==> config.mk <==
export PLATFORM = sky130hd
export DESIGN_NAME = auth_status_reset_cmd
export DESIGN_NICKNAME = d
export VERILOG_FILES = /design/src/auth_cmd_pkg.sv /design/src/auth_status_reset_cmd.sv /design/src/spi_byte_shifter.sv
export VERILOG_INCLUDE_DIRS = /design/src
export SDC_FILE = /design/constraint.sdc
export NUM_CORES = 1
export LEC_CHECK = 0
export ABC_AREA = 0
export BUFFER_PORTS_ARGS = -buffer_cell sky130_fd_sc_hd__buf_2
export CAP_MARGIN = 20
export CELL_PAD_IN_SITES_DETAIL_PLACEMENT = 1
export CELL_PAD_IN_SITES_GLOBAL_PLACEMENT = 2
export CORE_MARGIN = 5
export CORE_UTILIZATION = 41
export CTS_BUF_LIST = sky130_fd_sc_hd__clkbuf_8
export DETAILED_ROUTE_END_ITERATION = 10
export PLACE_DENSITY = 0.94
export SLEW_MARGIN = 40
export SYNTH_ARGS = -nofsm -noshare
export SYNTH_HDL_FRONTEND = slang
export SYNTH_HIERARCHICAL = 1
export SYNTH_SLANG_ARGS = --single-unit
==> constraint.sdc <==
create_clock -name clk -period 41.1 [get_ports clk]
set_clock_uncertainty 0.05 [all_clocks]
set_input_delay 2.055 -clock clk [delete_from_list [all_inputs] [get_ports clk]]
set_output_delay 2.055 -clock clk [all_outputs]
set_load 0.02 [all_outputs]
==> src/auth_cmd_regs.svh <==
// constants for the authentication command tail: opcodes, frame sizes, timing
// assumes inclusion by the top module only
`ifndef AUTH_CMD_REGS_SVH
`define AUTH_CMD_REGS_SVH
`define OPC_SECURE       8'h9B
`define OPC_READOUT      8'h96
`define OPC_RST_ARM      8'h66
`define OPC_RST_GO       8'h99
`define TYPE_LAST_VALID  8'h03
`define TYPE_COUNTER_REQ 8'h03
`define STAT_RESERVED_BIT 2
`define STAT_BUSY_BIT    0
`define STAT_RESET       8'h00
`define PAYLOAD_BYTES    49
`define RST_TIME_NS      30000
`define CLK_PERIOD_NS    4
`define RST_CYCLES       ((`RST_TIME_NS + `CLK_PERIOD_NS - 1) / `CLK_PERIOD_NS)
`endif

==> src/auth_cmd_pkg.sv <==
// types shared by the authentication command tail
// assumes the constants header is available on the include path
package auth_cmd_pkg;
  typedef enum logic [1:0] {
    ST_IDLE = 2'b00,
    ST_OPC  = 2'b01,
    ST_BODY = 2'b11,
    ST_DEAD = 2'b10
  } frame_t;

  typedef struct packed {
    logic [95:0]  tag;
    logic [31:0]  counter;
    logic [255:0] signature;
  } payload_t;

  typedef struct packed {
    logic [2:0] sck;
    logic [1:0] cs_n;
    logic [1:0] mosi;
  } sync_t;
endpackage : auth_cmd_pkg

==> src/auth_status_reset_cmd.sv <==
// command tail of the authentication unit: reserved types, readout, soft reset
// assumes engine results arrive on clk; spi pins are raw and asynchronous
`timescale 1ns/100ps
`include "auth_cmd_regs.svh"
module auth_status_reset_cmd
  import auth_cmd_pkg::*;
#(
  parameter int RST_CYCLES = `RST_CYCLES
)(
  input  wire logic     clk,          // 250 MHz system clock
  input  wire logic     reset,        // async, active high (power-up)
  input  wire logic     sck,          // serial clock from host
  input  wire logic     cs_n,         // chip select, active low
  input  wire logic     mosi,         // serial data in
  input  wire logic     eng_busy,     // engine busy level
  input  wire logic     eng_done,     // pulse: engine finished frame
  input  wire logic [7:0] eng_status, // engine completion status
  input  wire payload_t eng_payload,  // counter request result
  output logic          miso,         // serial data out
  output logic          miso_oe,      // high while driving miso
  output logic          cmd_start,    // pulse: valid secure type accepted
  output logic [7:0]    cmd_type,     // accepted command type
  output logic          auth_abort,   // pulse: soft reset, auth logic only
  output logic [7:0]    status,       // current status byte
  output logic          recovering    // high during post-reset recovery
);
  typedef struct packed {
    frame_t     st;
    logic [7:0] opc;
    logic [5:0] idx;
    logic       armed;
    logic       is_req;
    logic       payload_ok;
    logic [7:0] stat;
    logic [7:0] ctype;
    logic       start;
    logic       abort;
    logic [31:0] rcnt;
    logic       rec;
    logic       oe;
    payload_t   pl;
  } state_t;
  state_t q, d;

  // what the host sees in each readout byte slot
  typedef enum logic [2:0] {
    SLOT_NONE    = 3'b000,
    SLOT_DUMMY   = 3'b001,
    SLOT_STATUS  = 3'b011,
    SLOT_PAYLOAD = 3'b010,
    SLOT_FILL    = 3'b110
  } slot_t;
  slot_t slot_now;

  logic       sel, rx_valid, tx_load, sh_miso;
  logic [7:0] rx_byte, tx_byte;

  function automatic logic [7:0] pay_byte(input payload_t p, input logic [5:0] i);
    logic [383:0] flat;
    flat     = p;
    pay_byte = flat[383 - 8*(i - 6'd3) -: 8];
  endfunction : pay_byte

  // shared by the output mux and the drive enable
  function automatic slot_t slot_of(input frame_t st, input logic [7:0] opc,
                                    input logic [5:0] idx, input logic busy);
    slot_t s;
    s = SLOT_NONE;
    if (st == ST_BODY && opc == `OPC_READOUT) begin
      if (idx < 6'd2)                                   s = SLOT_DUMMY;
      else if (idx == 6'd2 || busy)                     s = SLOT_STATUS;
      else if (idx < 6'd3 + 6'(`PAYLOAD_BYTES) - 6'd1) s = SLOT_PAYLOAD;
      else                                              s = SLOT_FILL;
    end
    slot_of = s;
  endfunction : slot_of

  spi_byte_shifter u_shf (
    .clk      (clk),
    .reset    (reset),
    .sck      (sck),
    .cs_n     (cs_n),
    .mosi     (mosi),
    .tx_byte  (tx_byte),
    .miso     (sh_miso),
    .sel      (sel),
    .rx_valid (rx_valid),
    .rx_byte  (rx_byte),
    .tx_load  (tx_load)
  );

  // byte for the next slot; idx counts bytes already started
  always_comb begin
    tx_byte  = 8'h00;
    slot_now = slot_of(q.st, q.opc, q.idx, q.stat[`STAT_BUSY_BIT]);
    unique case (slot_now)
      SLOT_STATUS:  tx_byte = q.stat;
      SLOT_PAYLOAD: tx_byte = q.payload_ok ? pay_byte(q.pl, q.idx) : 8'h00;
      default:      tx_byte = 8'h00;
    endcase
  end

  always_comb begin
    d       = q;
    d.start = 1'b0;
    d.abort = 1'b0;
    d.oe    = sel && slot_now != SLOT_NONE && slot_now != SLOT_DUMMY;
    if (q.rcnt != 32'd0) d.rcnt = q.rcnt - 32'd1;
    if (eng_done) begin
      d.stat       = eng_status;
      d.payload_ok = q.is_req && (eng_status == `STAT_RESET);
      d.pl         = eng_payload;
    end
    d.stat[`STAT_BUSY_BIT] = eng_busy;
    if (tx_load && q.st == ST_BODY) d.idx = q.idx + 6'd1;
    if (!sel) begin
      d.st  = ST_IDLE;
      d.idx = 6'd1;
    end else unique case (q.st)
      ST_IDLE: d.st = (q.rcnt != 32'd0) ? ST_DEAD : ST_OPC;
      ST_OPC: if (rx_valid) begin
        d.opc   = rx_byte;
        d.st    = ST_BODY;
        d.idx   = 6'd1;
        d.armed = (rx_byte == `OPC_RST_ARM);
        if (rx_byte == `OPC_RST_GO && q.armed) begin
          d.abort      = 1'b1;
          d.stat       = `STAT_RESET;
          d.payload_ok = 1'b0;
          d.is_req     = 1'b0;
          d.pl         = '0;
          d.ctype      = 8'h00;
          d.rcnt       = 32'(RST_CYCLES);
          d.st         = ST_DEAD;
        end
      end
      // type byte ends after its own load has moved idx to 2
      ST_BODY: if (rx_valid && q.opc == `OPC_SECURE && q.idx == 6'd2) begin
        d.idx = 6'd3;
        if (rx_byte > `TYPE_LAST_VALID) begin
          d.stat = 8'h01 << `STAT_RESERVED_BIT;
          d.payload_ok = 1'b0;
          d.is_req     = 1'b0;
        end else begin
          d.start      = 1'b1;
          d.ctype      = rx_byte;
          d.is_req     = (rx_byte == `TYPE_COUNTER_REQ);
          d.payload_ok = 1'b0;
        end
      end
      ST_DEAD: d.st = ST_DEAD;
    endcase
    d.rec = (d.rcnt != 32'd0);
  end

  always_ff @(posedge clk or posedge reset) begin
    if (reset) begin
      q      <= '0;
      q.st   <= ST_IDLE;
      q.idx  <= 6'd1;
    end else begin
      q <= d;
    end
  end

  assign miso       = sh_miso;
  assign miso_oe    = q.oe;
  assign cmd_start  = q.start;
  assign cmd_type   = q.ctype;
  assign auth_abort = q.abort;
  assign status     = q.stat;
  assign recovering = q.rec;
endmodule : auth_status_reset_cmd

==> src/spi_byte_shifter.sv <==
// spi mode 0 byte shifter running on the system clock
// assumes sck and cs_n arrive raw; both are synchronised here
`timescale 1ns/100ps
module spi_byte_shifter
  import auth_cmd_pkg::*;
(
  input  wire logic       clk,        // system clock
  input  wire logic       reset,      // async, active high
  input  wire logic       sck,        // serial clock pin
  input  wire logic       cs_n,       // chip select pin, active low
  input  wire logic       mosi,       // serial data in
  input  wire logic [7:0] tx_byte,    // byte to shift out next
  output logic            miso,       // serial data out
  output logic            sel,        // frame active, synchronised
  output logic            rx_valid,   // one-cycle pulse, byte taken
  output logic [7:0]      rx_byte,    // received byte
  output logic            tx_load     // one-cycle pulse, tx_byte latched
);
  typedef struct packed {
    sync_t      s;
    logic [2:0] bits;
    logic [7:0] sh_in;
    logic [7:0] sh_out;
    logic       miso;
    logic       rx_valid;
    logic [7:0] rx_byte;
    logic       tx_load;
  } shf_t;
  shf_t q, d;
  logic rise, fall, act;

  always_comb begin
    d        = q;
    d.s.sck  = {q.s.sck[1:0], sck};
    d.s.cs_n = {q.s.cs_n[0], cs_n};
    d.s.mosi = {q.s.mosi[0], mosi};
    rise     = q.s.sck[1] & ~q.s.sck[2];
    fall     = ~q.s.sck[1] & q.s.sck[2];
    act      = ~q.s.cs_n[1];
    d.rx_valid = 1'b0;
    d.tx_load  = 1'b0;
    if (!act) begin
      d.bits   = 3'd0;
      d.sh_out = tx_byte;
      d.miso   = tx_byte[7];
    end else begin
      if (rise) begin
        d.sh_in = {q.sh_in[6:0], q.s.mosi[1]};
        d.bits  = q.bits + 3'd1;
        if (q.bits == 3'd7) begin
          d.rx_valid = 1'b1;
          d.rx_byte  = {q.sh_in[6:0], q.s.mosi[1]};
        end
      end
      if (fall) begin
        if (q.bits == 3'd0) begin
          d.sh_out  = tx_byte;
          d.miso    = tx_byte[7];
          d.tx_load = 1'b1;
        end else begin
          d.miso   = q.sh_out[6];
          d.sh_out = {q.sh_out[6:0], 1'b0};
        end
      end
    end
  end

  always_ff @(posedge clk or posedge reset) begin
    if (reset) begin
      q        <= '0;
      q.s.cs_n <= 2'b11; // start deselected, so no false frame follows reset
    end else begin
      q <= d;
    end
  end

  assign miso     = q.miso;
  assign sel      = ~q.s.cs_n[1];
  assign rx_valid = q.rx_valid;
  assign rx_byte  = q.rx_byte;
  assign tx_load  = q.tx_load;
endmodule : spi_byte_shifter

==> flow_metrics.tcl, run 1 <==
set metrics [dict create \
    result_of_the_run "completed" \
    synth.top_cell.area_share 0.510 \
    ctsHtreeMaxLevel 3 \
    final-max-slew-violation-count 0 \
    first_global_vias 19400 \
    netlist.top_cell.by_area "sky130_fd_sc_hd__dfrtp_1" \
    clock_tree.buffer_depth 3 \
    start_kind "register" \
    floorplan.initialDensity 0.414 \
    totalNegativeSetupSlack_ns 0 \
    vias_per_cell 5.36 \
    timing.critical_path.from "q[439]" \
    worst_ep_required_time_ns 41.60 \
    drtIter0Drc 931 \
    row_count 88 \
    hold_viol 0 \
    placement.cell_area_mm2 0.0265 \
    synthesis.instances 2028 \
    hold_ws_ns 0.303 \
    drt_drc_violations_left 0 \
    synth_warnings 6 \
    final_period_minus_worst_setup_slack_ns 4.70 \
    final_net_count 2794 \
    yosys_register_bits 490 \
    ioPinCount 420 \
    pin_count_of_the_biggest_net_entering_global_routing 182 \
    weighted_congestion_reported_at_the_end_of_routability_driven_placement 0.855 \
    ctsResizeCount 0 \
    layout.core_utilization 0.492 \
    synthArstFlopShare 1.00 \
    max_clock_freq_ghz 0.213 \
    globalRouteOverflowTotal 0 \
    final_cell_area_mm2 0.0284 \
    cts.sink_count 490 \
    synthTopCellsByArea "sky130_fd_sc_hd__dfrtp_1 51%, sky130_fd_sc_hd__mux2i_1 18%, sky130_fd_sc_hd__mux4_2 9.0%" \
    core_area_mm2 0.0577 \
    finalWirelength_um 73900 \
    setup_violations 0 \
    syn-num-nets 2438 \
    powerDensity_mw_per_mm2 40.9 \
    crit-reg2reg-launch "q[439]" \
    critical_setup_path_class "register to register" \
    layout_commonest_cell "sky130_fd_sc_hd__dfrtp_1" \
    die_outline_area_mm2 0.0632 \
    crit_arrival_ns 5.20 \
    synthToLayoutAreaGrowth_pct 18.7 \
    syn-cell-area_mm2 0.0239 \
    die_h_um 251 \
    final_cell_mix "487 x sky130_fd_sc_hd__dfrtp_1, 431 x sky130_fd_sc_hd__nor2_1, 419 x sky130_fd_sc_hd__mux2i_1" \
    p_leak_nw 14.1 \
    clock-root-buffer "sky130_fd_sc_hd__clkbuf_8" \
    synth_cell_type_count 70 \
    antenna_found_initial 53 \
    worst_setup_path_end_kind "register" \
    number_of_enable_type_register_cells_in_the_synthesized_netlist 0 \
    rsz0062_at_grt "no" \
    global_route_wire_length_before_repair_um 113000 \
    dp.final_hpwl_um 52200 \
    numCtsBuffers 85 \
    max-slew-margin-rel 0.441 \
    layout-drive-gt1-share 0.295 \
    placement.io_buffers 419 \
    clkSlewWorstSetupHoldPaths_ns 0.06 \
    top_ff_cell_synth "sky130_fd_sc_hd__dfrtp_1" \
    largest_fanout_on_the_critical_path 43 \
    finalPower_mw 1.16 \
    timing.final.crit_share 0.114 \
    peakVddDrop_mv 0.0305 \
    portion_of_the_post_synthesis_area_used_by_sequential_elements 0.513 \
    avgSynthCellArea_um2 11.8 \
    number_of_optimization_iterations_in_the_first_detailed_route_pass 5 \
    holdCritPathClass "register to register" \
    via_count 17400 \
    cts_hold_buffers 0 \
    post-cts-setup-buffers 0 \
    antenna_left 0 \
    tritoncts "built" \
    min-delay-start "u_shf/d[35]" \
    grtUsageTotal 0.228 \
    drt-wirelength-per-cell_um 22.7 \
    timing.max_cap.violations 0 \
    clock_insertion_delay_worst_skew_ns 0.68 \
    setup.reg_to_reg.worst_slack_ns 36.40 \
    timing_worst_slew_pin_value_ns 0.839 \
    chipWidth_um 251 \
]
[power breakdown]
| group | internal (mW) | total [mW] | switching (mW) |
|---|---|---|---|
| Combinational | 0.0735 | 0.152 | 0.0782 |
| Clock | 0.243 | 0.453 | 0.210 |
| Sequential | 0.527 | 0.556 | 0.0294 |
| Total | 0.843 | 1.16 | 0.318 |
[cell type report]
type	instances	area [um^2]
Multi-Input combinational cell	1350	10800
Antenna cell	41	103
Tap cell	765	957
Timing Repair Buffer	439	2370
Clock buffer	111	1530
Inverter	18	92.6
Sequential cell	490	12300
Clock inverter	41	213
Fill cell	6313	29300
[registers in the layout, summed over array words and instances, names as in the netlist]
signal	flops
u_shf/d	4
u_shf/miso	1
recovering	1
q	435
status	8
u_shf/rx_valid	1
u_shf/q	20
u_shf/tx_load	1
auth_abort	1
miso_oe	1
u_shf/rx_byte	8
cmd_start	1
cmd_type	8
[kinds of logic (layout without fill, tap and decap cells)]
logic type / after synthesis / count (layout) / synth area share
compound gates: 141 / 141 / 0.0381
xor+xnor: 27 / 27 / 0.0102
fa+ha+maj: 11 / 11 / 0.00576
buf+inv: 188 / 609 / 0.0350
flops: 490 / 490 / 0.513
mux: 547 / 547 / 0.282
other cells: 0 / 41 / 0
simple gates: 624 / 624 / 0.116
[worst max-delay path, cell delays in order (launching register included)]
cell and delay [ns]:
sky130_fd_sc_hd__dfstp_4 1.10, sky130_fd_sc_hd__inv_1 0.20, sky130_fd_sc_hd__ha_4 0.54, sky130_fd_sc_hd__buf_4 0.63
sky130_fd_sc_hd__mux4_2 0.46, sky130_fd_sc_hd__mux2i_1 0.43, sky130_fd_sc_hd__a21oi_1 0.13, sky130_fd_sc_hd__a21oi_1 0.33
sky130_fd_sc_hd__o22ai_1 0.17, sky130_fd_sc_hd__a32o_1 0.26, sky130_fd_sc_hd__o21ai_0 0.09, sky130_fd_sc_hd__mux2i_1 0.11
[synthesized netlist by cell type, drive strengths merged, types with 3 or more instances]
cell,number
o31ai,3
o21a,3
xnor2,16
nor2b,24
nand2,38
or3,10
nand3,21
nand2b,7
dfstp,3
o22ai,9
o211ai,5
buf,45
clkbuf,125
nor2,432
ha,11
or4,9
mux4,96
mux2,32
and2,9
a31oi,8
nor4,18
a211o,3
and3,4
dfrtp,487
o21ai,35
inv,16
a22o,7
nor3,31
mux2i,419
a211oi,25
a21oi,34
xor2,11
nand4,6
[metrics by stage]
stage	instances	worst slack, ns
3_5_place_dp	3062	36.07
2_1_floorplan	2028	26.31
4_1_cts	3214	36.29
5_1_grt	3247	36.08
6_report	3255	36.40
3_3_place_gp	3059	35.77
[path summary, 6_finish.rpt]
| kind | to | cells past startpoint |
|---|---|---|
| setup / recovery | u_shf/q[11] | 11 |
| min in group asynchronous | q[451] | 2 |
| max in group asynchronous | q[90] | 5 |
| hold reg to reg | u_shf/d[36] | 0 |
| setup reg to reg | u_shf/q[11] | 11 |
| hold / removal | u_shf/d[36] | 0 |
[layer usage]
layer  share of wire  track usage
met1            0.40        0.281
met2            0.51        0.383
met3           0.058       0.0571
met4           0.033        0.100
met5          0.0022            0
No activity file was read; power rests on OpenSTA's default activity.
==> inputs of run 2 (changes only) <==
--- a/config.mk
+++ b/config.mk
@@ -6,16 +6,16 @@
 export SDC_FILE = /design/constraint.sdc
 export NUM_CORES = 1
 export LEC_CHECK = 0
-export ABC_AREA = 0
+export ABC_AREA = 1
 export BUFFER_PORTS_ARGS = -buffer_cell sky130_fd_sc_hd__buf_2
 export CAP_MARGIN = 20
 export CELL_PAD_IN_SITES_DETAIL_PLACEMENT = 1
 export CELL_PAD_IN_SITES_GLOBAL_PLACEMENT = 2
 export CORE_MARGIN = 5
-export CORE_UTILIZATION = 41
+export CORE_UTILIZATION = 30
 export CTS_BUF_LIST = sky130_fd_sc_hd__clkbuf_8
 export DETAILED_ROUTE_END_ITERATION = 10
-export PLACE_DENSITY = 0.94
+export PLACE_DENSITY = 0.86
 export SLEW_MARGIN = 40
 export SYNTH_ARGS = -nofsm -noshare
 export SYNTH_HDL_FRONTEND = slang
==> constraint.sdc (replaced) <==
create_clock -name clk -period 4.15 [get_ports clk]
set_clock_uncertainty 0.05 [all_clocks]
set_input_delay 0.2075 -clock clk [delete_from_list [all_inputs] [get_ports clk]]
set_output_delay 0.2075 -clock clk [all_outputs]
set_load 0.02 [all_outputs]
==> flow_metrics.tcl, run 2 <==
set metrics [dict create \
    max_clock_freq_ghz 0.289 \
    holdCritPathClass "primary input to register" \
    post-cts-setup-buffers 0 \
    finalWirelength_um 114000 \
    powerDensity_mw_per_mm2 348 \
    ctsHtreeMaxLevel 3 \
    ioPinCount 420 \
    critical_setup_path_class "register to register" \
    post_synthesis_xor_xnor_area_fraction 0.00259 \
    synth.top_cell.area_share 0.450 \
    placement.cell_area_mm2 0.0300 \
    final_cell_area_mm2 0.0363 \
    clock-root-buffer "sky130_fd_sc_hd__clkbuf_8" \
    largest_fanout_on_the_critical_path 39 \
    drtIter0Drc 1842 \
    biggestRegsByFlops "q x435, u_shf/q x20" \
    placement.io_buffers 419 \
    synth_simple_gate_area_frac 0.273 \
    rsz0062_at_grt "no" \
    ctsResizeCount 0 \
    cpPeakStageDelay_ns 0.88 \
    synthArstFlopShare 1.00 \
    core_area_mm2 0.0897 \
    yosys_register_bits 490 \
    netlist.top_cell.by_area "sky130_fd_sc_hd__dfrtp_1" \
    drt-wirelength-per-cell_um 19.3 \
    number_of_enable_type_register_cells_in_the_synthesized_netlist 0 \
    max-slew-margin-rel 0.147 \
    cpLargestDelayFamily "adder cells" \
    first_global_vias 29700 \
    rr_worst_depth 14 \
    path_buf_inv 2 \
    synth-compound-area-share 0.120 \
    layout.core_utilization 0.404 \
    finalPower_mw 12.6 \
    chipWidth_um 310 \
    hold_path_end "q[143]" \
    synth_adder_area_share 0.00508 \
    via_count 28000 \
    numPlacedInstances 5299 \
    vias_per_cell 4.75 \
    cell_occurring_most_often_along_the_worst_timing_path "sky130_fd_sc_hd__nand2_1" \
    timing.max_cap.violations 0 \
    hold_viol 0 \
    row_count 110 \
    cts_hold_buffers 420 \
    clock_tree.buffer_depth 3 \
    synth_common_cells "1393 x sky130_fd_sc_hd__nand2_1, 713 x sky130_fd_sc_hd__inv_1, 487 x sky130_fd_sc_hd__dfrtp_1, 399 x sky130_fd_sc_hd__o21ai_0, 263 x sky130_fd_sc_hd__nand3_1" \
    layout-drive-gt1-share 0.143 \
    top_ff_cell_synth "sky130_fd_sc_hd__dfrtp_1" \
    synthToLayoutAreaGrowth_pct 33.9 \
    p_leak_nw 21.0 \
    start_kind "register" \
    r2r-end "u_shf/q[17]" \
    timing.final.crit_share 0.834 \
    path_cells "ha_1 -> o21ai_0 -> o21ai_1 -> ha_1 -> inv_1 -> nand3_1 -> nand3_1 -> nand2_1 -> nand2_1 -> nand2_1 -> inv_1 -> nand2_1 -> nand3_1 -> nand2_1" \
    crit_arrival_ns 4.00 \
    syn-cell-area_mm2 0.0271 \
    peakVddDrop_mv 0.214 \
    antenna_found_initial 11 \
    avgSynthCellArea_um2 6.92 \
    result_of_the_run "completed" \
    layout_commonest_cell "sky130_fd_sc_hd__nand2_1" \
    worst_ep_required_time_ns 4.69 \
    synth_top_family_by_area "simple AND/OR/NAND/NOR gates" \
    pin_count_of_the_biggest_net_entering_global_routing 195 \
    globalRouteOverflowTotal 0 \
    cts.sink_count 490 \
    final_period_minus_worst_setup_slack_ns 3.46 \
    hold_ws_ns 0.0520 \
    portion_of_the_post_synthesis_area_used_by_sequential_elements 0.453 \
    slowest_stage "sky130_fd_sc_hd__dfstp_4" \
    global_route_wire_length_before_repair_um 173000 \
    min-delay-start "eng_done" \
    final-max-slew-violation-count 0 \
    synth_warnings 6 \
    final_net_count 5051 \
    die_outline_area_mm2 0.0964 \
    antenna_left 0 \
    drt_drc_violations_left 0 \
    weighted_congestion_reported_at_the_end_of_routability_driven_placement 0.822 \
    number_of_optimization_iterations_in_the_first_detailed_route_pass 5 \
    clkSlewWorstSetupHoldPaths_ns 0.06 \
    synthesis.instances 3913 \
    synthTopCellsByArea "sky130_fd_sc_hd__dfrtp_1 45%, sky130_fd_sc_hd__nand2_1 19%, sky130_fd_sc_hd__inv_1 9.9%" \
    clock_insertion_delay_worst_skew_ns 0.70 \
    numCtsBuffers 94 \
    registers.top_by_ff_count "q" \
    synth_mux_area_frac 0.00185 \
    tritoncts "built" \
    synth_cell_type_count 53 \
    fin_cells 5903 \
    dp.final_hpwl_um 73000 \
    largest_register_ffs 435 \
    crit-reg2reg-launch "q[439]" \
    timing.critical_path.from "q[439]" \
    floorplan.initialDensity 0.302 \
    synth.most_common_cell "sky130_fd_sc_hd__nand2_1" \
    setup.reg_to_reg.worst_slack_ns 0.69 \
    syn-num-nets 4323 \
    setup_violations 0 \
    die_h_um 310 \
    timing_worst_slew_pin_value_ns 1.28 \
    filler_cell_count 11300 \
    grtUsageTotal 0.230 \
    worst_setup_path_end_kind "register" \
    min_delay_path_depth 5 \
    final_cell_mix "1393 x sky130_fd_sc_hd__nand2_1, 741 x sky130_fd_sc_hd__inv_1, 487 x sky130_fd_sc_hd__dfrtp_1" \
]
[run 2: cell families (layout without fill, tap and decap cells)]
kind of cell | Yosys count | after routing
simple gates | 1801 | 1801
xor+xnor | 5 | 5
mux | 5 | 5
flops | 490 | 490
fa+ha+maj | 11 | 11
buf+inv | 974 | 1778
compound gates | 627 | 627
other cells | 0 | 10
[run 2: per-layer routing]
layer | wire length (um) | global-route usage | vias to the layer above
li1 | - | - | 13400
met1 | 49900 | 0.300 | 13700
met2 | 53800 | 0.383 | 708
met3 | 5400 | 0.0314 | 235
met4 | 4850 | 0.0993 | 2
met5 | 13 | 0 | -
[run 2: worst max path at each step]
stage / slack (ns) / endpoint / depth (start not counted)
3_5_place_dp: 0.64 / u_shf/q[13] / 14
2_1_floorplan: -2.26 / auth_abort / 1
4_1_cts: 0.64 / u_shf/miso / 14
3_3_place_gp: 0.74 / u_shf/q[17] / 14
6_report: 0.69 / u_shf/q[17] / 14
5_1_grt: 0.29 / u_shf/q[13] / 14
[run 2: area by class of cell]
type	count	area, um^2	share of cell area
flip-flops and latches	490	12300	0.338
multi-input cells	2449	10900	0.301
repair buffers	878	6850	0.189
inverters	728	2750	0.0760
clock buffers	120	1650	0.0456
well taps	1176	1470	0.0406
clock inverters	52	303	0.00835
diodes	10	25.0	0.000690
[run 2: stage by stage]
| step | worst slack, ns | setup TNS [ns] |
|---|---|---|
| 6_report | 0.691 | 0 |
| 4_1_cts | 0.644 | 0 |
| 3_3_place_gp | 0.740 | 0 |
| 3_5_place_dp | 0.644 | 0 |
| 2_1_floorplan | -2.26 | -1027.38 |
| 5_1_grt | 0.289 | 0 |
[run 2: report_power, final]
part	leakage [nW]	internal [mW]	total, mW	switching [mW]
clock network	1.13	2.73	5.00	2.27
logic	13.8	0.884	2.22	1.33
registers	6.11	5.17	5.38	0.215
total	21.0	8.78	12.6	3.82
[run 2: worst reg2reg max path, delay by kind of cell (launching register included)]
family          cells  cell delay [ns]
fa+ha+maj           2             0.97
flops               1             0.88
compound gates      2             0.62
buf+inv             2             0.34
simple gates        8             0.53
